===== src/logic/dma_ctl_pkg.sv =====
// shared offsets, field positions, reset values and timing for the channel
package dma_ctl_pkg;
  // register byte offsets within the register window
  localparam logic [11:0] OFF_COMMAND = 12'h500;
  localparam logic [11:0] OFF_CONFIG = 12'h514;
  localparam logic [11:0] OFF_STATE = 12'h53c;

  // command register bits
  localparam int CMD_ENGINE_RESET = 31;
  localparam int CMD_CLEAR_COMPLETE = 7;
  localparam int CMD_FIFO_FLUSH = 4;
  localparam int CMD_ABORT = 3;
  localparam int CMD_STOP = 2;
  localparam int CMD_START = 0;
  // fixed read-back pattern of the command register
  localparam logic [31:0] CMD_FIXED = 32'h0000_0502;
  localparam logic [31:0] CMD_RESET = 32'h0000_0512;

  // state register bits
  localparam int ST_COMPLETE = 25;
  localparam int ST_ERROR = 15;
  localparam int ST_SOFT_ABORT = 14;
  localparam int ST_STOP_WRITTEN = 12;
  localparam int ST_OP_ERR_LO = 10;
  localparam int ST_XFER_ERR = 9;
  localparam int ST_REQ_LINE = 6;
  localparam int ST_MEM_ERR_LO = 2;
  localparam int ST_DEV_ERR_LO = 0;

  // config register: bits 23..8 writable, low byte fixed
  localparam logic [31:0] CFG_RESET = 32'h0004_0241;
  localparam logic [15:0] CFG_FIELD_RESET = 16'h0402;
  localparam logic [7:0] CFG_LOW_FIXED = 8'h41;
  localparam int CFG_FIELD_LO = 8;
  // positions inside the 16-bit writable field
  localparam int F_RETRY_LO = 13;
  localparam int F_DELAY_LO = 11;
  localparam int F_SOURCE_LO = 8;
  localparam int F_STEP_LO = 2;
  localparam int F_WIDTH_LO = 0;

  // request source encodings
  localparam logic [2:0] SRC_MAX_RATE = 3'h0;
  localparam logic [2:0] SRC_LIMITED = 3'h1;
  localparam logic [2:0] SRC_DISABLED = 3'h2;
  localparam logic [2:0] SRC_HW_REQUEST = 3'h4;

  // fifo operation error codes
  localparam logic [1:0] FIFO_OP_ERROR_CODE_FIFO = 2'h0;
  localparam logic [1:0] FIFO_OP_ERROR_CODE_BUS = 2'h1;

  // request delay limiter, in clock cycles
  localparam logic [13:0] DELAY_SHORT = 14'h0020;
  localparam logic [13:0] DELAY_MID = 14'h0200;
  localparam int DELAY_LONG = 8192;

  typedef enum logic [1:0] {
    ST_IDLE = 2'b00,
    ST_RUN = 2'b01,
    ST_DRAIN = 2'b11,
    ST_ABORTING = 2'b10
  } eng_state_t;
endpackage


===== src/logic/dma_channel_control_status.sv =====
// channel operation, status and device configuration for one dma channel
// How it works
// - engine reset bit resets state, flags, config and fifo
// - clear-complete or start clears completion flag
// - fifo flush empties fifo, self-clears
// - abort finishes begun transfers, discards fifo
// - stop lets fifo drain, then halts
// - start write begins transfer after setup
// - completion bit 25 clears on start, sets at end
// - error bit 15 marks ending by error
// - soft abort bit 14 follows abort bit
// - bit 12 shows stop written, not halted
// - completion interrupt marks real halt
// - illegal fifo op recorded, transfer continues
// - bit 9 set on side process error
// - bit 6 mirrors device request line
// - memory-side error code in bits 3:2
// - device-side error code in bits 1:0
// - config register resets to fixed layout
// - request source selects request pacing
// - port width field drives port transfers
`timescale 1ns/100ps
module dma_channel_control_status
  import dma_ctl_pkg::*;
#(
  parameter int WIDTH = 32,
  parameter int DEPTH = 16,
  parameter int LONG_DELAY = DELAY_LONG
) (
  // clock and reset
  input wire logic clk_sys,
  input wire logic rst_b,
  // register port
  input wire logic [11:0] reg_addr,
  input wire logic reg_wr,
  input wire logic [31:0] reg_wdata,
  input wire logic reg_rd,
  output logic [31:0] reg_rdata,
  // memory-side stream into the fifo
  input wire logic mem_valid,
  output logic mem_ready,
  input wire logic [WIDTH-1:0] mem_data,
  input wire logic mem_last,
  input wire logic mem_err,
  input wire logic [1:0] mem_err_code,
  // device-side stream out of the fifo
  output logic dev_valid,
  input wire logic dev_ready,
  output logic [WIDTH-1:0] dev_data,
  input wire logic dev_err,
  input wire logic [1:0] dev_err_code,
  input wire logic device_request_line,
  input wire logic op_bus_err,
  // configuration fields and completion
  output logic [2:0] retry_limit_field,
  output logic [3:0] address_step_field,
  output logic [1:0] port_width_field,
  input wire logic completion_irq_enable,
  output logic completion_irq
);
  eng_state_t state_q, state_d;
  logic done_q, done_d, err_q, err_d, abort_q, abort_d, stop_q, stop_d;
  logic transfer_error_flag_q, transfer_error_flag_d, flush_q, flush_d;
  logic [1:0] memory_side_error_code_q, memory_side_error_code_d, device_side_error_code_q, device_side_error_code_d, fifo_op_error_code_q, fifo_op_error_code_d;
  logic [15:0] cfg_q, cfg_d;
  logic [13:0] dly_q, dly_d;
  logic [31:0] rdata_q, rdata_d;
  logic req_s1_q, req_s2_q;
  logic cmd_wr, cfg_wr, eng_rst, start_w, abort_w, stop_w, flush_w, clr_w;
  logic fail, fifo_flush, fifo_illegal, req_ok, active;
  logic fifo_in_ready, fifo_out_valid, fifo_out_ready, buf_in_ready;
  logic buf_in_valid, buf_empty, fill, last_in;
  logic [WIDTH-1:0] fifo_out_data;
  logic [2:0] src;
  logic [1:0] rate;

  assign cmd_wr = reg_wr && reg_addr == OFF_COMMAND;
  assign cfg_wr = reg_wr && reg_addr == OFF_CONFIG;
  assign eng_rst = cmd_wr && reg_wdata[CMD_ENGINE_RESET];
  assign start_w = cmd_wr && reg_wdata[CMD_START] && !eng_rst;
  assign abort_w = cmd_wr && reg_wdata[CMD_ABORT] && !eng_rst;
  assign stop_w = cmd_wr && reg_wdata[CMD_STOP] && !eng_rst;
  assign flush_w = cmd_wr && reg_wdata[CMD_FIFO_FLUSH];
  assign clr_w = cmd_wr && reg_wdata[CMD_CLEAR_COMPLETE];

  assign src = cfg_q[F_SOURCE_LO +: 3];
  assign rate = cfg_q[F_DELAY_LO +: 2];
  assign retry_limit_field = cfg_q[F_RETRY_LO +: 3];
  assign address_step_field = cfg_q[F_STEP_LO +: 4];
  // port width handed to the transfer logic
  assign port_width_field = cfg_q[F_WIDTH_LO +: 2];

  // ----------------------------------------------------------------
  // data path
  // ----------------------------------------------------------------
  assign active = state_q == ST_RUN;
  assign mem_ready = fifo_in_ready && active && !abort_w && !eng_rst;
  assign fill = mem_valid && mem_ready;
  assign last_in = fill && mem_last;
  // flush on request, on abort and engine reset
  assign fifo_flush = flush_q || abort_w || eng_rst;

  always_comb
  begin
    unique case (src)
      SRC_MAX_RATE: req_ok = 1'b1;
      SRC_LIMITED: req_ok = dly_q == '0;
      SRC_HW_REQUEST: req_ok = req_s2_q;
      default: req_ok = 1'b0;
    endcase
  end

  assign buf_in_valid = fifo_out_valid && req_ok &&
                        (state_q == ST_RUN || state_q == ST_DRAIN);
  assign fifo_out_ready = buf_in_ready && req_ok &&
                          (state_q == ST_RUN || state_q == ST_DRAIN);

  data_fifo #(.WIDTH(WIDTH), .DEPTH(DEPTH)) u_fifo (
    .clk_sys(clk_sys),
    .rst_b(rst_b),
    .flush(fifo_flush),
    .in_valid(fill),
    .in_ready(fifo_in_ready),
    .in_data(mem_data),
    .out_valid(fifo_out_valid),
    .out_ready(fifo_out_ready),
    .out_data(fifo_out_data),
    .illegal_op(fifo_illegal)
  );

  skid_buffer #(.WIDTH(WIDTH)) u_buf (
    .clk_sys(clk_sys),
    .rst_b(rst_b),
    .in_valid(buf_in_valid),
    .in_ready(buf_in_ready),
    .in_data(fifo_out_data),
    .out_valid(dev_valid),
    .out_ready(dev_ready),
    .out_data(dev_data),
    .empty(buf_empty)
  );

  // ----------------------------------------------------------------
  // engine sequencing
  // ----------------------------------------------------------------
  assign fail = (mem_err || dev_err) && state_q != ST_IDLE;

  always_comb
  begin
    state_d = state_q;
    unique case (state_q)
      ST_IDLE: if (start_w) state_d = ST_RUN;
      ST_RUN:
        if (abort_w) state_d = ST_ABORTING;
        else if (stop_w || last_in) state_d = ST_DRAIN;
      // halt only once the fifo has emptied
      ST_DRAIN:
        if (abort_w) state_d = ST_ABORTING;
        else if (!fifo_out_valid && buf_empty) state_d = ST_IDLE;
      // words already in the buffer finish first
      ST_ABORTING: if (buf_empty) state_d = ST_IDLE;
    endcase
    if (fail)
      state_d = ST_IDLE;
    if (eng_rst)
      state_d = ST_IDLE;
  end

  // ----------------------------------------------------------------
  // status flags
  // ----------------------------------------------------------------
  always_comb
  begin
    done_d = done_q;
    err_d = err_q;
    abort_d = abort_q;
    stop_d = stop_q;
    transfer_error_flag_d = transfer_error_flag_q;
    memory_side_error_code_d = memory_side_error_code_q;
    device_side_error_code_d = device_side_error_code_q;
    fifo_op_error_code_d = fifo_op_error_code_q;
    flush_d = flush_w;
    // start clears completion and error fields
    if (start_w)
    begin
      done_d = 1'b0;
      err_d = 1'b0;
      abort_d = 1'b0;
      stop_d = 1'b0;
      transfer_error_flag_d = 1'b0;
      memory_side_error_code_d = 2'h0;
      device_side_error_code_d = 2'h0;
      fifo_op_error_code_d = FIFO_OP_ERROR_CODE_FIFO;
    end
    if (clr_w)
      done_d = 1'b0;
    if (abort_w)
      abort_d = 1'b1;
    if (stop_w)
      stop_d = 1'b1;
    // record fifo misuse, transfer goes on
    if (fifo_illegal)
      fifo_op_error_code_d = FIFO_OP_ERROR_CODE_FIFO;
    else if (op_bus_err)
      fifo_op_error_code_d = FIFO_OP_ERROR_CODE_BUS;
    if (fail)
    begin
      err_d = 1'b1;
      transfer_error_flag_d = 1'b1;
      if (mem_err)
        memory_side_error_code_d = mem_err_code;
      if (dev_err)
        device_side_error_code_d = dev_err_code;
    end
    // set wins over clear in the same cycle
    if (state_q != ST_IDLE && state_d == ST_IDLE)
      done_d = 1'b1;
    if (eng_rst)
    begin
      done_d = 1'b0;
      err_d = 1'b0;
      abort_d = 1'b0;
      stop_d = 1'b0;
      transfer_error_flag_d = 1'b0;
      memory_side_error_code_d = 2'h0;
      device_side_error_code_d = 2'h0;
      fifo_op_error_code_d = FIFO_OP_ERROR_CODE_FIFO;
      flush_d = 1'b1;
    end
  end

  assign completion_irq = done_q && completion_irq_enable;

  // ----------------------------------------------------------------
  // config, pacing delay and read-back
  // ----------------------------------------------------------------
  always_comb
  begin
    cfg_d = cfg_q;
    // writable fields, reset layout on engine reset
    if (eng_rst)
      cfg_d = CFG_FIELD_RESET;
    else if (cfg_wr)
      cfg_d = reg_wdata[CFG_FIELD_LO +: 16];
    dly_d = (dly_q != '0) ? dly_q - 1'b1 : dly_q;
    if (buf_in_valid && buf_in_ready)
    begin
      unique case (rate)
        2'h0: dly_d = '0;
        2'h1: dly_d = DELAY_SHORT;
        2'h2: dly_d = DELAY_MID;
        2'h3: dly_d = 14'(LONG_DELAY);
      endcase
    end
    if (eng_rst)
      dly_d = '0;
    rdata_d = rdata_q;
    if (reg_rd)
    begin
      unique case (reg_addr)
        OFF_COMMAND: rdata_d = CMD_FIXED |
          (32'(flush_q) << CMD_FIFO_FLUSH) |
          (32'(abort_q) << CMD_ABORT) | (32'(stop_q) << CMD_STOP) |
          (32'(state_q != ST_IDLE) << CMD_START);
        OFF_CONFIG: rdata_d = {8'h00, cfg_q, CFG_LOW_FIXED};
        OFF_STATE: rdata_d = (32'(done_q) << ST_COMPLETE) |
          (32'(err_q) << ST_ERROR) | (32'(abort_q) << ST_SOFT_ABORT) |
          (32'(stop_q) << ST_STOP_WRITTEN) |
          (32'(fifo_op_error_code_q) << ST_OP_ERR_LO) |
          (32'(transfer_error_flag_q) << ST_XFER_ERR) |
          (32'(req_s2_q) << ST_REQ_LINE) |
          (32'(memory_side_error_code_q) << ST_MEM_ERR_LO) | (32'(device_side_error_code_q) << ST_DEV_ERR_LO);
        default: rdata_d = 32'h0000_0000;
      endcase
    end
  end
  assign reg_rdata = rdata_q;

  always_ff @(posedge clk_sys or negedge rst_b)
  begin
    if (!rst_b)
    begin
      state_q <= ST_IDLE;
      done_q <= 1'b0;
      err_q <= 1'b0;
      abort_q <= 1'b0;
      stop_q <= 1'b0;
      transfer_error_flag_q <= 1'b0;
      memory_side_error_code_q <= 2'h0;
      device_side_error_code_q <= 2'h0;
      fifo_op_error_code_q <= FIFO_OP_ERROR_CODE_FIFO;
      flush_q <= 1'b1;
      cfg_q <= CFG_FIELD_RESET;
      dly_q <= '0;
      rdata_q <= 32'h0000_0000;
      req_s1_q <= 1'b0;
      req_s2_q <= 1'b0;
    end
    else
    begin
      state_q <= state_d;
      done_q <= done_d;
      err_q <= err_d;
      abort_q <= abort_d;
      stop_q <= stop_d;
      transfer_error_flag_q <= transfer_error_flag_d;
      memory_side_error_code_q <= memory_side_error_code_d;
      device_side_error_code_q <= device_side_error_code_d;
      fifo_op_error_code_q <= fifo_op_error_code_d;
      flush_q <= flush_d;
      cfg_q <= cfg_d;
      dly_q <= dly_d;
      rdata_q <= rdata_d;
      req_s1_q <= device_request_line;
      req_s2_q <= req_s1_q;
    end
  end
endmodule


===== src/logic/data_fifo.sv =====
// data fifo between memory side and device side, with flush
`timescale 1ns/100ps
module data_fifo #(
  parameter int WIDTH = 32,
  parameter int DEPTH = 16
) (
  // clock and reset
  input wire logic clk_sys,
  input wire logic rst_b,
  input wire logic flush,
  // fill side
  input wire logic in_valid,
  output logic in_ready,
  input wire logic [WIDTH-1:0] in_data,
  // drain side
  output logic out_valid,
  input wire logic out_ready,
  output logic [WIDTH-1:0] out_data,
  // misuse: strobe with no room or no data while flush is high
  output logic illegal_op
);
  localparam int AW = $clog2(DEPTH);
  logic [WIDTH-1:0] mem_q [DEPTH];
  logic [AW-1:0] wp_q, wp_d, rp_q, rp_d;
  logic [AW:0] cnt_q, cnt_d;
  logic push, pop;

  assign in_ready = (cnt_q != (AW+1)'(DEPTH));
  assign out_valid = (cnt_q != '0);
  assign out_data = mem_q[rp_q];
  assign push = in_valid && in_ready;
  assign pop = out_valid && out_ready;
  assign illegal_op = (in_valid && !in_ready && flush) ||
                      (out_ready && !out_valid && flush);

  always_comb
  begin
    wp_d = wp_q;
    rp_d = rp_q;
    cnt_d = cnt_q;
    if (flush)
    begin
      wp_d = '0;
      rp_d = '0;
      cnt_d = '0;
    end
    else
    begin
      if (push)
        wp_d = (wp_q == AW'(DEPTH-1)) ? '0 : wp_q + 1'b1;
      if (pop)
        rp_d = (rp_q == AW'(DEPTH-1)) ? '0 : rp_q + 1'b1;
      cnt_d = cnt_q + (AW+1)'(push) - (AW+1)'(pop);
    end
  end

  always_ff @(posedge clk_sys or negedge rst_b)
  begin
    if (!rst_b)
    begin
      wp_q <= '0;
      rp_q <= '0;
      cnt_q <= '0;
    end
    else
    begin
      wp_q <= wp_d;
      rp_q <= rp_d;
      cnt_q <= cnt_d;
    end
  end

  always_ff @(posedge clk_sys)
  begin
    if (push && !flush)
      mem_q[wp_q] <= in_data;
  end
endmodule


===== src/logic/skid_buffer.sv =====
// two-entry buffer so a device-side stall loses no word
`timescale 1ns/100ps
module skid_buffer #(
  parameter int WIDTH = 32
) (
  // clock and reset
  input wire logic clk_sys,
  input wire logic rst_b,
  // fill side
  input wire logic in_valid,
  output logic in_ready,
  input wire logic [WIDTH-1:0] in_data,
  // drain side
  output logic out_valid,
  input wire logic out_ready,
  output logic [WIDTH-1:0] out_data,
  output logic empty
);
  logic [WIDTH-1:0] main_q, main_d, skid_q, skid_d;
  logic mv_q, mv_d, sv_q, sv_d;

  assign in_ready = !sv_q;
  assign out_valid = mv_q;
  assign out_data = main_q;
  assign empty = !mv_q && !sv_q;

  always_comb
  begin
    main_d = main_q;
    skid_d = skid_q;
    mv_d = mv_q;
    sv_d = sv_q;
    if (mv_q && out_ready)
    begin
      mv_d = sv_q;
      main_d = skid_q;
      sv_d = 1'b0;
    end
    if (in_valid && !sv_q)
    begin
      if (mv_d && !(mv_q && out_ready && !sv_q))
      begin
        skid_d = in_data;
        sv_d = 1'b1;
      end
      else
      begin
        main_d = in_data;
        mv_d = 1'b1;
      end
    end
  end

  always_ff @(posedge clk_sys or negedge rst_b)
  begin
    if (!rst_b)
    begin
      main_q <= '0;
      skid_q <= '0;
      mv_q <= 1'b0;
      sv_q <= 1'b0;
    end
    else
    begin
      main_q <= main_d;
      skid_q <= skid_d;
      mv_q <= mv_d;
      sv_q <= sv_d;
    end
  end
endmodule


===== config.mk =====
export PLATFORM = sky130hd
export DESIGN_NAME = dma_channel_control_status
export DESIGN_NICKNAME = d
export VERILOG_FILES = /design/src/logic/dma_ctl_pkg.sv /design/src/logic/dma_channel_control_status.sv /design/src/logic/data_fifo.sv /design/src/logic/skid_buffer.sv
export SDC_FILE = /design/constraint.sdc
export NUM_CORES = 1
export LEC_CHECK = 0
export BUFFER_PORTS_ARGS = -buffer_cell sky130_fd_sc_hd__buf_2
export CAP_MARGIN = 30
export CORE_MARGIN = 2
export CORE_UTILIZATION = 40
export CTS_CLUSTER_SIZE = 14
export DETAILED_ROUTE_END_ITERATION = 12
export PLACE_DENSITY = 0.6
export RECOVER_POWER = 50
export SLEW_MARGIN = 20
export SYNTH_ARGS = -nofsm -noshare
export SYNTH_HDL_FRONTEND = slang
export SYNTH_HIERARCHICAL = 1
export SYNTH_SLANG_ARGS = --single-unit

===== constraint.sdc =====
create_clock -name clk_sys -period 5.9 [get_ports clk_sys]
set_input_delay 0 -clock clk_sys [delete_from_list [all_inputs] [get_ports clk_sys]]
set_output_delay 0 -clock clk_sys [all_outputs]
set_load 0.01 [all_outputs]

After elaboration in Yosys (flattened, before gate mapping). Memory sizes are Yosys's and may differ from the RTL's. Cells that the tools add are included.

Flip-flop bits (word level): 156. Memory bits (writable): 512. Bits of input ports: 92. Output and inout bits: 76. Logic and storage cells: 178. Memories kept: 1.

$add $sub $neg: 5. Equal/unequal tests: 14. Mux-type cells: 58. Bitwise operators: 11. Reduce and logical (&&, ||, !) cells: 68.

Memory list: u_fifo.mem_q (words 16, bits a word 32, rd ports 1, clocked after Yosys merged registers in 0, write ports 1, line data_fifo.sv:23) `logic [WIDTH-1:0] mem_q [DEPTH];`.

Operator list (number): $mux 32 (3); $pmux 26 s3 (1); $pmux 14 s4 (1); $mux 14 (3); $mux 2 (20); $eq 12x11->1 const B (3); $logic_and 1x1->1 (36); $mux 16 (2); $or 26x10->26 (1); $or 26x12->26 (1); $or 26x13->26 (1); $or 26x15->26 (1); $or 26x16->26 (1); $or 26x2->26 (1); $or 26x4->26 (1); $or 26x7->26 (1); $mux 4 (6); $mux 1 (19); $logic_not 14->1 (1); $reduce_bool 14->1 (1); $sub 14x1->14 const B (1); $reduce_bool 3->1 (4); $or 11x1->11 (1); $or 11x3->11 (1); other kinds (21) (45).

Longest topological paths before layout. Gate-level depths: netlist (run 1).

Word-level depth: 20. Mapped depth: 16. Mapped depth without buffers: 16.

By module. The synthesis (run 1) kept the hierarchy.

Modules (own cells, without submodules): data_fifo (instances 1, cells an instance 1031, area each 20448.4 sq um, seq. area each 15700.1 sq um); dma_channel_control_status (instances 1, cells an instance 374, area each 3374.5 sq um, seq. area each 1680.4 sq um); skid_buffer (instances 1, cells an instance 182, area each 2835.2 sq um, seq. area each 1651.6 sq um).

Least setup slack after synthesis (run 1). No wires, ideal clock.

Kind: register -> register. From: reg u_fifo.cnt_q[2]. To: mem u_fifo.mem_q[0][0], enable pin. Library setup time: 0.461 ns. Arrival time: 3.661 ns. Required time: 5.439 ns. Setup slack: 1.778 ns. Cell stages (with the launch flop): 9. Path buffers: 0. Clock period less this slack: 4.122 ns. Path through: dfrtp_1 > inv_1 > ha_1 > nand4bb_2 > and3_1 > and2_1 > and3b_1 > nand2_1 > nor3_1.

Word-level cells in the longest chain between the ends: 9.

RTL lines: from (decl) (line data_fifo.sv:25) `logic [AW:0] cnt_q, cnt_d;`; from (signal assigned) (line data_fifo.sv:69) `cnt_q <= cnt_d;`; $ne 5x5->1 (line data_fifo.sv:28) `assign in_ready = (cnt_q != (AW+1)'(DEPTH));`; via fifo_in_ready (line dma_channel_control_status.sv:71) `logic fifo_in_ready, fifo_out_valid, fifo_out_ready, buf_in_ready;`; $logic_and 1x1->1 (3 in series) (line dma_channel_control_status.sv:97) `assign mem_ready = fifo_in_ready && active && !abort_w && !eng_rst;`; via mem_ready (line dma_channel_control_status.sv:41) `output logic mem_ready,`; $logic_and 1x1->1 (line dma_channel_control_status.sv:98) `assign fill = mem_valid && mem_ready;`; via fill (line dma_channel_control_status.sv:72) `logic buf_in_valid, buf_empty, fill, last_in;`; $logic_and 1x1->1 (line data_fifo.sv:31) `assign push = in_valid && in_ready;`; $logic_and 1x1->1 (line data_fifo.sv:75) `if (push && !flush)`; $mux 1 (line data_fifo.sv:75); $mux 1 (not written as such) (line data_fifo.sv:76) `mem_q[wp_q] <= in_data;`; to (decl) (line data_fifo.sv:23).

The timed path passes the listed nets, and every way through them passes these cells.

Worst setup path after layout (run 1).
From: reg dly_q[0]. To: reg u_fifo.cnt_q[4].

Word-level cells in the longest chain between the ends: 7.

RTL lines: from (decl) (line dma_channel_control_status.sv:66) `logic [13:0] dly_q, dly_d;`; from (signal assigned) (line dma_channel_control_status.sv:312) `dly_q <= dly_d;`; $logic_not 14->1 (line dma_channel_control_status.sv:107) `SRC_LIMITED: req_ok = dly_q == '0;`; $pmux 1 s3 (line dma_channel_control_status.sv:105) `unique case (src)`; $logic_and 1x1->1 (2 in series) (line dma_channel_control_status.sv:115) `assign fifo_out_ready = buf_in_ready && req_ok &&`; via fifo_out_ready (line dma_channel_control_status.sv:71); $logic_and 1x1->1 (line data_fifo.sv:32) `assign pop = out_valid && out_ready;`; $sub 5x1->5 (line data_fifo.sv:53) `cnt_d = cnt_q + (AW+1)'(push) - (AW+1)'(pop);`; $mux 5 (line data_fifo.sv:41) `if (flush)`; via u_fifo.cnt_d[4] (line data_fifo.sv:25).

The timed path passes the listed nets, and every way through them passes these cells. A chain may end at the register's enable or synchronous reset.

==> flow_summary_export.csv, run 1 <==
group,metric,value,unit
critical_path,slowest_stage,"nor3b_1",
floorplan,pin_count,168,
detailed_routing,wirelength,61950,um
cts,ctsHoldBuffers,102,
cts,cts_root_buf,"clkbuf_16",
placed_design,place_area,0.02834,sq mm
logic_synthesis,ys_seq_area_frac,0.7139,
critical_path,path_buf_inv,4,
final_layout,drive_gt1_frac,0.1798,
critical_path,cp_max_fo,10,
critical_path,critical_path_arrival,4.94,ns
detailed_routing,via_per_inst,5.455,
pwr,p_leak,11.87,nW
detailed_routing,drt-initial-drc-count,1174,
logic_synthesis,netlist_instances,1587,
logic_synthesis,synth_top_flop_cell,"edfxtp_1",
logic_synthesis,yosys_warnings,6,
global_route,grt_start_max_net_pins,83,
cts,htreeDepth,3,
final_layout,multiInputGateArea,0.007081,sq mm
pwr,ir_drop,225.8,uV
placed_design,hpwl,34200,um
pwr,power,0.01228,W
logic_synthesis,syn_area,0.02666,sq mm
timing,whs,-0.02055,ns
timing,maxSlewHeadroom,-0.3761,
timing,layout_min_cycle_time,4.487,ns
run_status,status,"finished with violations",
floorplan,rows,94,
critical_path,crit_chain,"inv_1 -> ha_1 -> nor3b_1 -> nand4_1 -> a221oi_1 -> nand2_1 -> inv_1 -> ha_1 -> inv_1 -> ha_1 -> inv_1 -> fa_1 -> nor2b_1 -> o21bai_1 -> a21oi_1 -> nor3b_1",
final_layout,post-route-util,0.4789,
placed_design,place_congestion,0.7887,
final_layout,final_common_cell,"edfxtp_1",
floorplan,die-width,262.2,um
critical_path,crit_path_frequent_cell,"inv_1",
critical_path,r2r_setup_slack,1.41,ns
final_layout,area_delta_synth_final,18.31,%
detailed_routing,drc,0,
cts,clkSinkCount,658,
final_layout,num-fill-cells,5603,
global_route,grt_pass1_wl,92360,um
detailed_routing,first_pass_iters,5,
timing,rsz0062_at_grt,"no",
final_layout,final_nets,1960,
floorplan,fp.dieH,262.2,um
cts,clk_latency,0.61,ns
cts,post_cts_buffers,0,
timing,tns,0,ns
floorplan,start_util,0.4047,
logic_synthesis,ys_ff_latch,658,
final_layout,regArea,0.01904,sq mm
min_path,hp-class,"in -> reg",
cts,cts_tree,"built",
detailed_routing,vias,15153,
timing,setup_viol,0,
critical_path,end_kind,"register",
timing,finalHoldViolCount,1,
critical_path,critPathKind,"reg -> reg",
critical_path,critPathRequiredTime,6.35,ns
logic_synthesis,yosysUniqueCellTypes,65,
timing,slew_viol_final,68,
cts,clk_path_buf_depth,3,
detailed_routing,avgRoutedWirePerCell,22.30,um
job,cap_violations,2,
final_layout,final_cell_mix,"512 x edfxtp_1, 141 x dfrtp_1, 129 x clkbuf_1, 128 x mux2i_1, 104 x dlygate4sd3_1",
global_route,antenna_found_initial,2,
logic_synthesis,avgSynthCellArea,16.80,sq um
final_layout,finish.instance_area,0.03154,sq mm
run_status,violations,"hold timing, capacitance limit, slew limit",
logic_synthesis,synth-edff-count,512,
global_route,grt-ovfl-total,0,
critical_path,path_delay_family,"simple AND/OR/NAND/NOR gates",
timing,period_share,0.7604,
global_route,grt_pass1_vias,15315,
cts,cts-buffers-inserted,71,
critical_path,cp-start-kind,"register",
cts,path_clk_slew,0.05,ns
timing,timing.fmax,222.9,MHz
timing,tightest_slew,2.064,ns
placed_design,io_buffer_count,148,
critical_path,slowest_delay,0.68,ns
detailed_routing,antenna_left,0,
cts,cts_resized,0,
timing,fin_skew,0.01772,ns
pwr,powerDensity,389.2,mW/mm^2
floorplan,coreArea,0.06586,sq mm
global_route,grt.total_usage,0.1797,
floorplan,dieArea,0.06873,sq mm
logic_synthesis,synthArstFlopShare,0.2219,
## routing by layer
layer / global-route usage / vias up / routed length [um]
li1: - / 6761 / -
met1: 0.2429 / 7849 / 26930
met2: 0.2989 / 439 / 30010
met3: 0.03270 / 100 / 3578
met4: 0.05038 / 4 / 1411
met5: 0 / - / 18
## tightest hold or removal path, stage by stage
cell and delay [ns]:
buf_2 0.10, or4_1 0.18, nor3_1 0.11, nand3_1 0.09, o21ai_1 0.05
## report_power, final
| part | switching [W] | total [W] | internal, W |
|---|---|---|---|
| clock | 0.00178 | 0.00429 | 0.00251 |
| combinational | 0.00156 | 0.00265 | 0.00109 |
| sequential | 0.000169 | 0.00533 | 0.00516 |
| total | 0.00351 | 0.0123 | 0.00877 |
## state kept, by name (all words and copies together), names as in the netlist, 4 cells and up
name,cells
cfg_q,16
dly_q,14
reg_rdata,23
u_buf/out_data,32
u_buf/skid_q,32
u_fifo/cnt_q,5
u_fifo/mem_q,512
u_fifo/rp_q,4
u_fifo/wp_q,4
## metrics by stage
| step | hold WS [ns] | setup slack, ns | instances |
|---|---|---|---|
| 6_report | -0.02055 | 1.413 | 2778 |
| 5_1_grt | 0.008707 | 1.065 | 2777 |
| 4_1_cts | 0.001254 | 1.424 | 2773 |
| 3_5_place_dp | 0.1133 | 1.443 | 2540 |
| 3_3_place_gp | 0.1110 | 1.682 | 2540 |
| 2_1_floorplan | -0.2956 | 1.778 | 1595 |
## Yosys cell counts, types with 12 or more instances
master | number | area, sq um
a21oi_1 | 49 | 245.2
o21ai_1 | 19 | 95.09
ha_1 | 12 | 150.1
a221oi_1 | 68 | 595.6
edfxtp_1 | 512 | 15370
mux2i_1 | 128 | 1281
nand2_1 | 80 | 300.3
mux4_2 | 62 | 1396
nor2_1 | 55 | 206.5
dfrtp_1 | 143 | 3578
nor3_1 | 12 | 60.06
o21ai_0 | 34 | 170.2
buf_4 | 28 | 210.2
mux2_2 | 66 | 743.2
mux2_1 | 31 | 349.1
buf_2 | 33 | 165.2
clkbuf_1 | 28 | 105.1
nand3_1 | 44 | 220.2
a22oi_1 | 38 | 285.3
inv_1 | 31 | 116.4
## cell type report
type	instances	share of cell area
repair buffers	288	0.06189
multi-input cells	805	0.2245
diodes	1	0.00007934
flip-flops and latches	658	0.6037
clock inverters	22	0.008172
clock buffers	109	0.06375
inverters	31	0.003689
well taps	864	0.03427
## logic make-up (layout without fill, tap and decap cells)
group	Yosys count	in the layout	share of synthesized area
AO/OA/AOI/OAI	224	224	0.05703
XOR/XNOR	16	16	0.005257
adder cells (fa/ha/maj)	13	13	0.006383
buffers and inverters	132	450	0.02647
flip-flops	658	658	0.7139
multiplexers	289	289	0.1434
other	1	10	0.0001407
AND/OR/NAND/NOR	254	254	0.04741
## final timing paths
path | startpoint | to | cells past startpoint
hold / removal | reg_addr[2] | reg_rdata[4] | 5
setup / recovery | dly_q[0] | u_fifo/cnt_q[4] | 16
max in group asynchronous | rst_b | u_buf/skid_q[17] | 4
min in group asynchronous | rst_b | reg_rdata[21] | 2
hold reg to reg | req_s1_q | req_s2_q | 0
setup reg to reg | dly_q[0] | u_fifo/cnt_q[4] | 16
Note: power is estimated with default switching activity, not from simulation.
==> run 2: changes to the inputs <==
--- a/config.mk
+++ b/config.mk
@@ -5,6 +5,7 @@
 export SDC_FILE = /design/constraint.sdc
 export NUM_CORES = 1
 export LEC_CHECK = 0
+export ABC_AREA = 1
 export BUFFER_PORTS_ARGS = -buffer_cell sky130_fd_sc_hd__buf_2
 export CAP_MARGIN = 30
 export CORE_MARGIN = 2
==> constraint.sdc (replaced) <==
create_clock -name clk_sys -period 4.7 [get_ports clk_sys]
set_input_delay 0 -clock clk_sys [delete_from_list [all_inputs] [get_ports clk_sys]]
set_output_delay 0 -clock clk_sys [all_outputs]
set_load 0.01 [all_outputs]
==> run 2 against run 1 <==
  * The run ends with capacitance limit, slew limit left
  * Flip-flop and latch count stayed put
  * Routed wire length is 19% higher
  * Clock skew is 0.00090 ns higher
  * Total power is 2.7% higher
  * Critical path depth is 1 lower
  * Synthesized cell count is 89% higher
  * First-iteration DRC count is 50% higher
  * Combinational power is 69% lower
  * Largest cell class unchanged
==> flow_summary_export.csv, run 2 <==
group,metric,value,unit
logic_synthesis,synth_top_area_frac,0.5262,
logic_synthesis,synth_most_common_cell,"nand2_1",
final_layout,area_delta_synth_final,16.62,%
critical_path,critical_path_arrival,4.38,ns
cts,post_cts_buffers,0,
critical_path,cp-start-kind,"input port",
global_route,top_usage_layer,"met2",
floorplan,dieArea,0.07522,sq mm
placed_design,io_buffer_count,148,
logic_synthesis,syn_area,0.02922,sq mm
critical_path,critPathKind,"in -> reg",
detailed_routing,avgRoutedWirePerCell,17.30,um
pwr,p_leak,14.68,nW
placed_design,hpwl,40340,um
cts,clk_latency,0.61,ns
floorplan,pin_count,168,
pwr,pwr-share-comb,0.065,
placed_design,place_congestion,0.8011,
pwr,pwr-share-clk,0.422,
detailed_routing,first_pass_iters,5,
logic_synthesis,yosys_warnings,6,
global_route,grt_start_max_net_pins,205,
global_route,use_met1,0.2757,
timing,layout_min_cycle_time,3.832,ns
final_layout,num-fill-cells,6761,
pwr,ir_drop,223.8,uV
timing,setup_viol,0,
pwr,power.switching,0.002885,W
cts,clk_path_buf_depth,3,
logic_synthesis,ys_ff_latch,658,
timing,setup_ws,0.8684,ns
min_path,hp-class,"in -> reg",
cts,cts_root_buf,"clkbuf_16",
logic_synthesis,synth_area_leaders,"edfxtp_1 53%, nand2_1 15%, dfrtp_1 12%",
pwr,p_seq_frac,0.513,
cts,cts_resized,0,
final_layout,regMostFlops,"u_fifo/mem_q",
detailed_routing,via_per_inst,4.862,
global_route,grt.total_usage,0.1969,
job,cap_violations,3,
logic_synthesis,yosys.area.top_type,"edfxtp_1",
global_route,grtUsageMet2,0.3144,
global_route,grt_pass1_wl,113200,um
timing,slew_viol_final,149,
logic_synthesis,synth_top_flop_cell,"edfxtp_1",
timing,maxSlewHeadroom,-0.8130,
global_route,grtUsageMet3,0.02890,
timing,timing.fmax,261.0,MHz
final_layout,final_nets,3352,
placed_design,pre_cts_ws,0.9837,ns
detailed_routing,wirelength,73680,um
logic_synthesis,synth_common_cells,"1130 x nand2_1, 512 x edfxtp_1, 315 x nand3_1, 295 x inv_1, 251 x nor2_1",
logic_synthesis,netlist_instances,2999,
run_status,status,"finished with violations",
logic_synthesis,ys_seq_area_frac,0.6514,
cts,path_clk_slew,0.06,ns
detailed_routing,vias,20706,
pwr,powerDensity,370.1,mW/mm^2
detailed_routing,antenna_left,0,
global_route,antenna_found_initial,2,
final_layout,final_common_cell,"nand2_1",
floorplan,start_util,0.4025,
detailed_routing,drt-initial-drc-count,1761,
pwr,internal_power,0.009727,W
critical_path,end_kind,"register",
logic_synthesis,synthArstFlopShare,0.2219,
timing,finalHoldViolCount,0,
logic_synthesis,avgSynthCellArea,9.742,sq um
timing,period_share,0.8152,
critical_path,critPathRequiredTime,5.24,ns
cts,cts_tree,"built",
run_status,violations,"capacitance limit, slew limit",
floorplan,die-width,274.3,um
logic_synthesis,yosysUniqueCellTypes,47,
cts,clkSinkCount,658,
final_layout,drive_gt1_frac,0.07578,
logic_synthesis,synth-edff-count,512,
timing,tightest_slew,2.719,ns
critical_path,cp_max_fo,23,
final_layout,largest_reg_flops,512,
floorplan,coreArea,0.07259,sq mm
detailed_routing,drc,0,
pwr,swShare,0.2287,
timing,tns,0,ns
global_route,grt_pass1_vias,19387,
timing,rsz0062_at_grt,"no",
floorplan,fp.dieH,274.3,um
cts,htreeDepth,3,
timing,fin_skew,0.01862,ns
cts,cts-buffers-inserted,73,
final_layout,final_cell_mix,"1130 x nand2_1, 512 x edfxtp_1, 315 x nand3_1, 295 x inv_1, 238 x nor2_1",
floorplan,rows,99,
global_route,grt-ovfl-total,0,
## run 2: cell count changes in the layout (fill, tap and decap cells not counted), moves of 66 or more
| cell | change |
|---|---|
| a221oi_1 | -66 |
| nand2_1 | +1050 |
| mux2i_1 | -128 |
| mux2_2 | -66 |
| inv_1 | +264 |
| nand3_1 | +272 |
| nor2_1 | +195 |
## run 2: cell families after synthesis
| group | share of synthesized area |
|---|---|
| buffers and inverters | 0.07404 |
| AND/OR/NAND/NOR | 0.2489 |
| adder cells (fa/ha/maj) | 0.005824 |
| flip-flops | 0.6514 |
| AO/OA/AOI/OAI | 0.01674 |
| XOR/XNOR | 0.002998 |
| other | 0.0001284 |
## run 2: path summary, 6_finish.rpt
kind	from	endpoint	slack, ns	depth (start not counted)
min reg2reg	req_s1_q	req_s2_q	0.35	0
min in group asynchronous	rst_b	u_buf/skid_q[24]	1.21	4
max in group asynchronous	rst_b	u_fifo/rp_q[0]	1.13	4
min	mem_valid	u_fifo/wp_q[3]	0.08	5
max	reg_addr[7]	done_q	0.87	15
max reg2reg	u_fifo/cnt_q[2]	u_fifo/mem_q[0][22]	1.19	11
## run 2: power groups by stage
stage                     Clock (W)  Combinational [W]  Sequential, W
after floorplan                   0           0.000498        0.00658
after global placement            0           0.000763        0.00658
after detailed placement          0           0.000772        0.00658
after CTS                   0.00544           0.000836        0.00646
after global routing        0.00569           0.000932        0.00648
final                       0.00533           0.000816        0.00647
## run 2: layer usage
metal  vias up  routed length (um)
li1      10113                   -
met1      9816               32990
met2       648               34060
met3       127                4643
met4         2                1974
met5         -                  13
## run 2: timing repair
item                                    CTS  global route
endpoints found under the hold margin   704             0
endpoints found under the setup margin    0             0
hold buffers                            135             0
## run 2: area by class of cell
cell class                 count  area (sq um)  area share
antenna                        1         2.502  0.00007344
clock buffer                  96          2006     0.05886
clock inverter                31         209.0    0.006132
inverter                     311          1177     0.03455
multi-input combinational   1882          8164      0.2396
sequential                   658         19040      0.5587
tap                          959          1200     0.03521
timing repair buffer         321          2278     0.06687
## run 2: worst max-delay path, stage by stage
cell           delay, ns
dlygate4sd3_1       0.54
buf_2               0.15
nor2_4              0.12
dlygate4sd3_1       0.63
nand2_2             0.10
nor2_4              0.19
nand3_4             0.11
nor2_4              0.51
nor4_1              0.09
dlygate4sd3_1       0.58
nand2_1             0.07
dlygate4sd3_1       0.56
nand2_1             0.07
a21oi_2             0.10
dlygate4sd3_1       0.55
## run 2: per-stage QoR
stage                     total power (W)  utilization  hold WS (ns)  cells  cell area, sq um
after floorplan                  0.007073            -       -0.2956   3007             29250
after global routing              0.01310       0.4694       0.08534   4259             34070
after global placement           0.007341       0.4221      -0.09126   3995             30640
after detailed placement         0.007353       0.4221      -0.08990   3995             30640
after CTS                         0.01274       0.4714       0.01972   4257             34220
final                             0.01261       0.4694       0.07759   4259             34070
==> run 3: changes to the inputs <==
--- a/config.mk
+++ b/config.mk
@@ -12,7 +12,7 @@
 export CORE_UTILIZATION = 40
 export CTS_CLUSTER_SIZE = 14
 export DETAILED_ROUTE_END_ITERATION = 12
-export PLACE_DENSITY = 0.6
+export PLACE_DENSITY = 0.62
 export RECOVER_POWER = 50
 export SLEW_MARGIN = 20
 export SYNTH_ARGS = -nofsm -noshare
==> constraint.sdc (replaced) <==
create_clock -name clk_sys -period 3.1 [get_ports clk_sys]
set_input_delay 0 -clock clk_sys [delete_from_list [all_inputs] [get_ports clk_sys]]
set_output_delay 0 -clock clk_sys [all_outputs]
set_load 0.01 [all_outputs]
==> run 3 against run 2 <==
  * The run still ends with capacitance limit, slew limit left
  * Clock power increased by 54%
  * Global-route usage increased by 0.070 points
  * Worst setup slack got worse by 0.70 ns
  * Worst hold slack got worse by 0.045 ns
==> flow_summary_export.csv, run 3 (synthesized netlist as in run 2, its figures left out) <==
group,metric,value,unit
timing,period_share,0.9445,
placed_design,place_congestion,0.8120,
cts,clk_path_buf_depth,3,
final_layout,area_delta_synth_final,18.23,%
critical_path,cp-start-kind,"input port",
detailed_routing,met3_wirelength,4296,um
global_route,grt_pass1_wl,114800,um
cts,cts-buffers-inserted,72,
min_path,whs_endpoint,"req_s1_q",
placed_design,io_buffer_count,148,
timing,slew_viol_final,40,
global_route,grt_start_max_net_pins,128,
job,cap_violations,1,
pwr,p_leak,14.99,nW
detailed_routing,highest_layer,"met4",
global_route,grt-ovfl-total,0,
critical_path,end_kind,"register",
min_path,min_from,"device_request_line",
floorplan,rows,99,
floorplan,pin_count,168,
placed_design,pre_cts_ws,0.07450,ns
timing,maxSlewHeadroom,-0.3659,
timing,fin_skew,0.02691,ns
run_status,violations,"capacitance limit, slew limit",
timing,finalHoldViolCount,0,
final_layout,drive_gt1_frac,0.1023,
timing,setup_ws,0.1720,ns
final_layout,largest_reg_flops,512,
floorplan,die-width,274.3,um
detailed_routing,wirelength,74170,um
pwr,ir_drop,385.9,uV
critical_path,slowest_stage,"dlygate4sd3_1",
detailed_routing,antenna_left,0,
cts,path_clk_slew,0.06,ns
floorplan,dieArea,0.07522,sq mm
critical_path,path_buf_inv,6,
timing,timing.fmax,341.5,MHz
critical_path,worst-path-stages,13,
timing,setup_viol,0,
final_layout,num-fill-cells,6713,
global_route,grt_pass1_vias,19938,
cts,cts_root_buf,"clkbuf_16",
detailed_routing,met1Wirelength,33130,um
detailed_routing,drt-initial-drc-count,1858,
critical_path,slowest_delay,0.61,ns
detailed_routing,drc,0,
detailed_routing,routed-wl-met2,35250,um
final_layout,regMostFlops,"u_fifo/mem_q",
critical_path,path_delay_family,"buffers and inverters",
global_route,grt.total_usage,0.1976,
floorplan,start_util,0.4025,
cts,clkSinkCount,658,
global_route,antenna_found_initial,0,
floorplan,fp.dieH,274.3,um
detailed_routing,via_per_inst,4.854,
critical_path,cp_max_fo,25,
final_layout,final_common_cell,"nand2_1",
detailed_routing,vias,20780,
min_path,hp-class,"in -> reg",
cts,clk_latency,0.61,ns
final_layout,final_cell_mix,"1129 x nand2_1, 512 x edfxtp_1, 312 x nand3_1, 289 x inv_1, 238 x nor2_1",
critical_path,critical_path_arrival,3.25,ns
critical_path,r2r_cells,23,
critical_path,r2r_setup_slack,0.19,ns
pwr,powerDensity,561.0,mW/mm^2
critical_path,r2r-end,"u_fifo/cnt_q[4]",
placed_design,hpwl,44100,um
floorplan,coreArea,0.07259,sq mm
min_path,whs_path_depth,2,
critical_path,r2r-start,"dly_q[1]",
critical_path,critPathRequiredTime,3.42,ns
run_status,status,"finished with violations",
critical_path,crit_chain,"dlygate4sd3_1 -> buf_2 -> nor2_1 -> nand2_2 -> nor2_4 -> nand4_1 -> dlygate4sd3_1 -> buf_4 -> nand3b_1 -> nor2_1 -> inv_2 -> nor2_4 -> buf_12",
final_layout,final_nets,3371,
final_layout,post-route-util,0.4759,
final_layout,insertedDiodeCount,0,
cts,htreeDepth,3,
detailed_routing,first_pass_iters,5,
detailed_routing,avgRoutedWirePerCell,17.33,um
timing,layout_min_cycle_time,2.928,ns
critical_path,critPathKind,"in -> reg",
cts,cts_tree,"built",
timing,tightest_slew,2.049,ns
-- run 3: cell count changes in the layout (fill, tap and decap cells not counted), sizes merged, moves of 3 or more --
cell,delta
buf,+72
clkbuf,-35
dlygate4sd3,-17
bufinv,+3
-- run 3: area by class of cell --
cell class / count / area, sq um / share of cell area
Sequential cell: 658 / 19040 / 0.5511
Clock buffer: 96 / 1986 / 0.05749
Timing Repair Buffer: 341 / 2656 / 0.07690
Clock inverter: 34 / 267.8 / 0.007752
Inverter: 311 / 1172 / 0.03394
Tap cell: 959 / 1200 / 0.03474
Multi-Input combinational cell: 1882 / 8223 / 0.2381
-- run 3: metal layers --
layer | vias up | GRT usage
li1 | 10176 | -
met1 | 9912 | 0.2713
met2 | 586 | 0.3246
met3 | 106 | 0.03223
met4 | 0 | 0.05506
met5 | - | 0
-- run 3: stage by stage --
step	total power (W)	hold WS, ns	instance area [sq um]	TNS (ns)	cells
4_1_cts	0.01950	0.004877	34590	0	4278
5_1_grt	0.02013	0.03222	34540	-0.01638	4281
3_3_place_gp	0.01118	0.01459	31140	0	4030
6_report	0.01938	0.03273	34540	0	4281
3_5_place_dp	0.01120	0.01977	31140	0	4030
2_1_floorplan	0.01072	-0.2956	29280	-90.61	3007
-- run 3: how the worst max path moves through the flow --
stage | endpoint | startpoint | slack, ns
floorplan | u_fifo/mem_q[10][0] | u_fifo/cnt_q[2] | -0.94
global placement | u_fifo/cnt_q[4] | dly_q[0] | 0.08
detailed placement | u_fifo/cnt_q[4] | dly_q[0] | 0.07
CTS | u_fifo/cnt_q[4] | dly_q[0] | 0.06
global route | u_fifo/cnt_q[4] | dly_q[0] | -0.02
finish | u_fifo/mem_q[1][8] | reg_addr[0] | 0.17
-- run 3: power breakdown --
part	leakage, nW	switching [W]	total, W	internal [W]
Combinational	7.36	0.000863	0.00134	0.000480
Clock	1.11	0.00340	0.00823	0.00483
Sequential	6.52	0.000122	0.00980	0.00968
Total	15.0	0.00439	0.0194	0.0150
-- run 3: timing repair --
item,4_1_cts,5_1_grt
hold buffers,118,0
buffers inserted,0,3
hold endpoints to repair,704,0
setup endpoints to repair,0,184
gates resized for setup,0,18
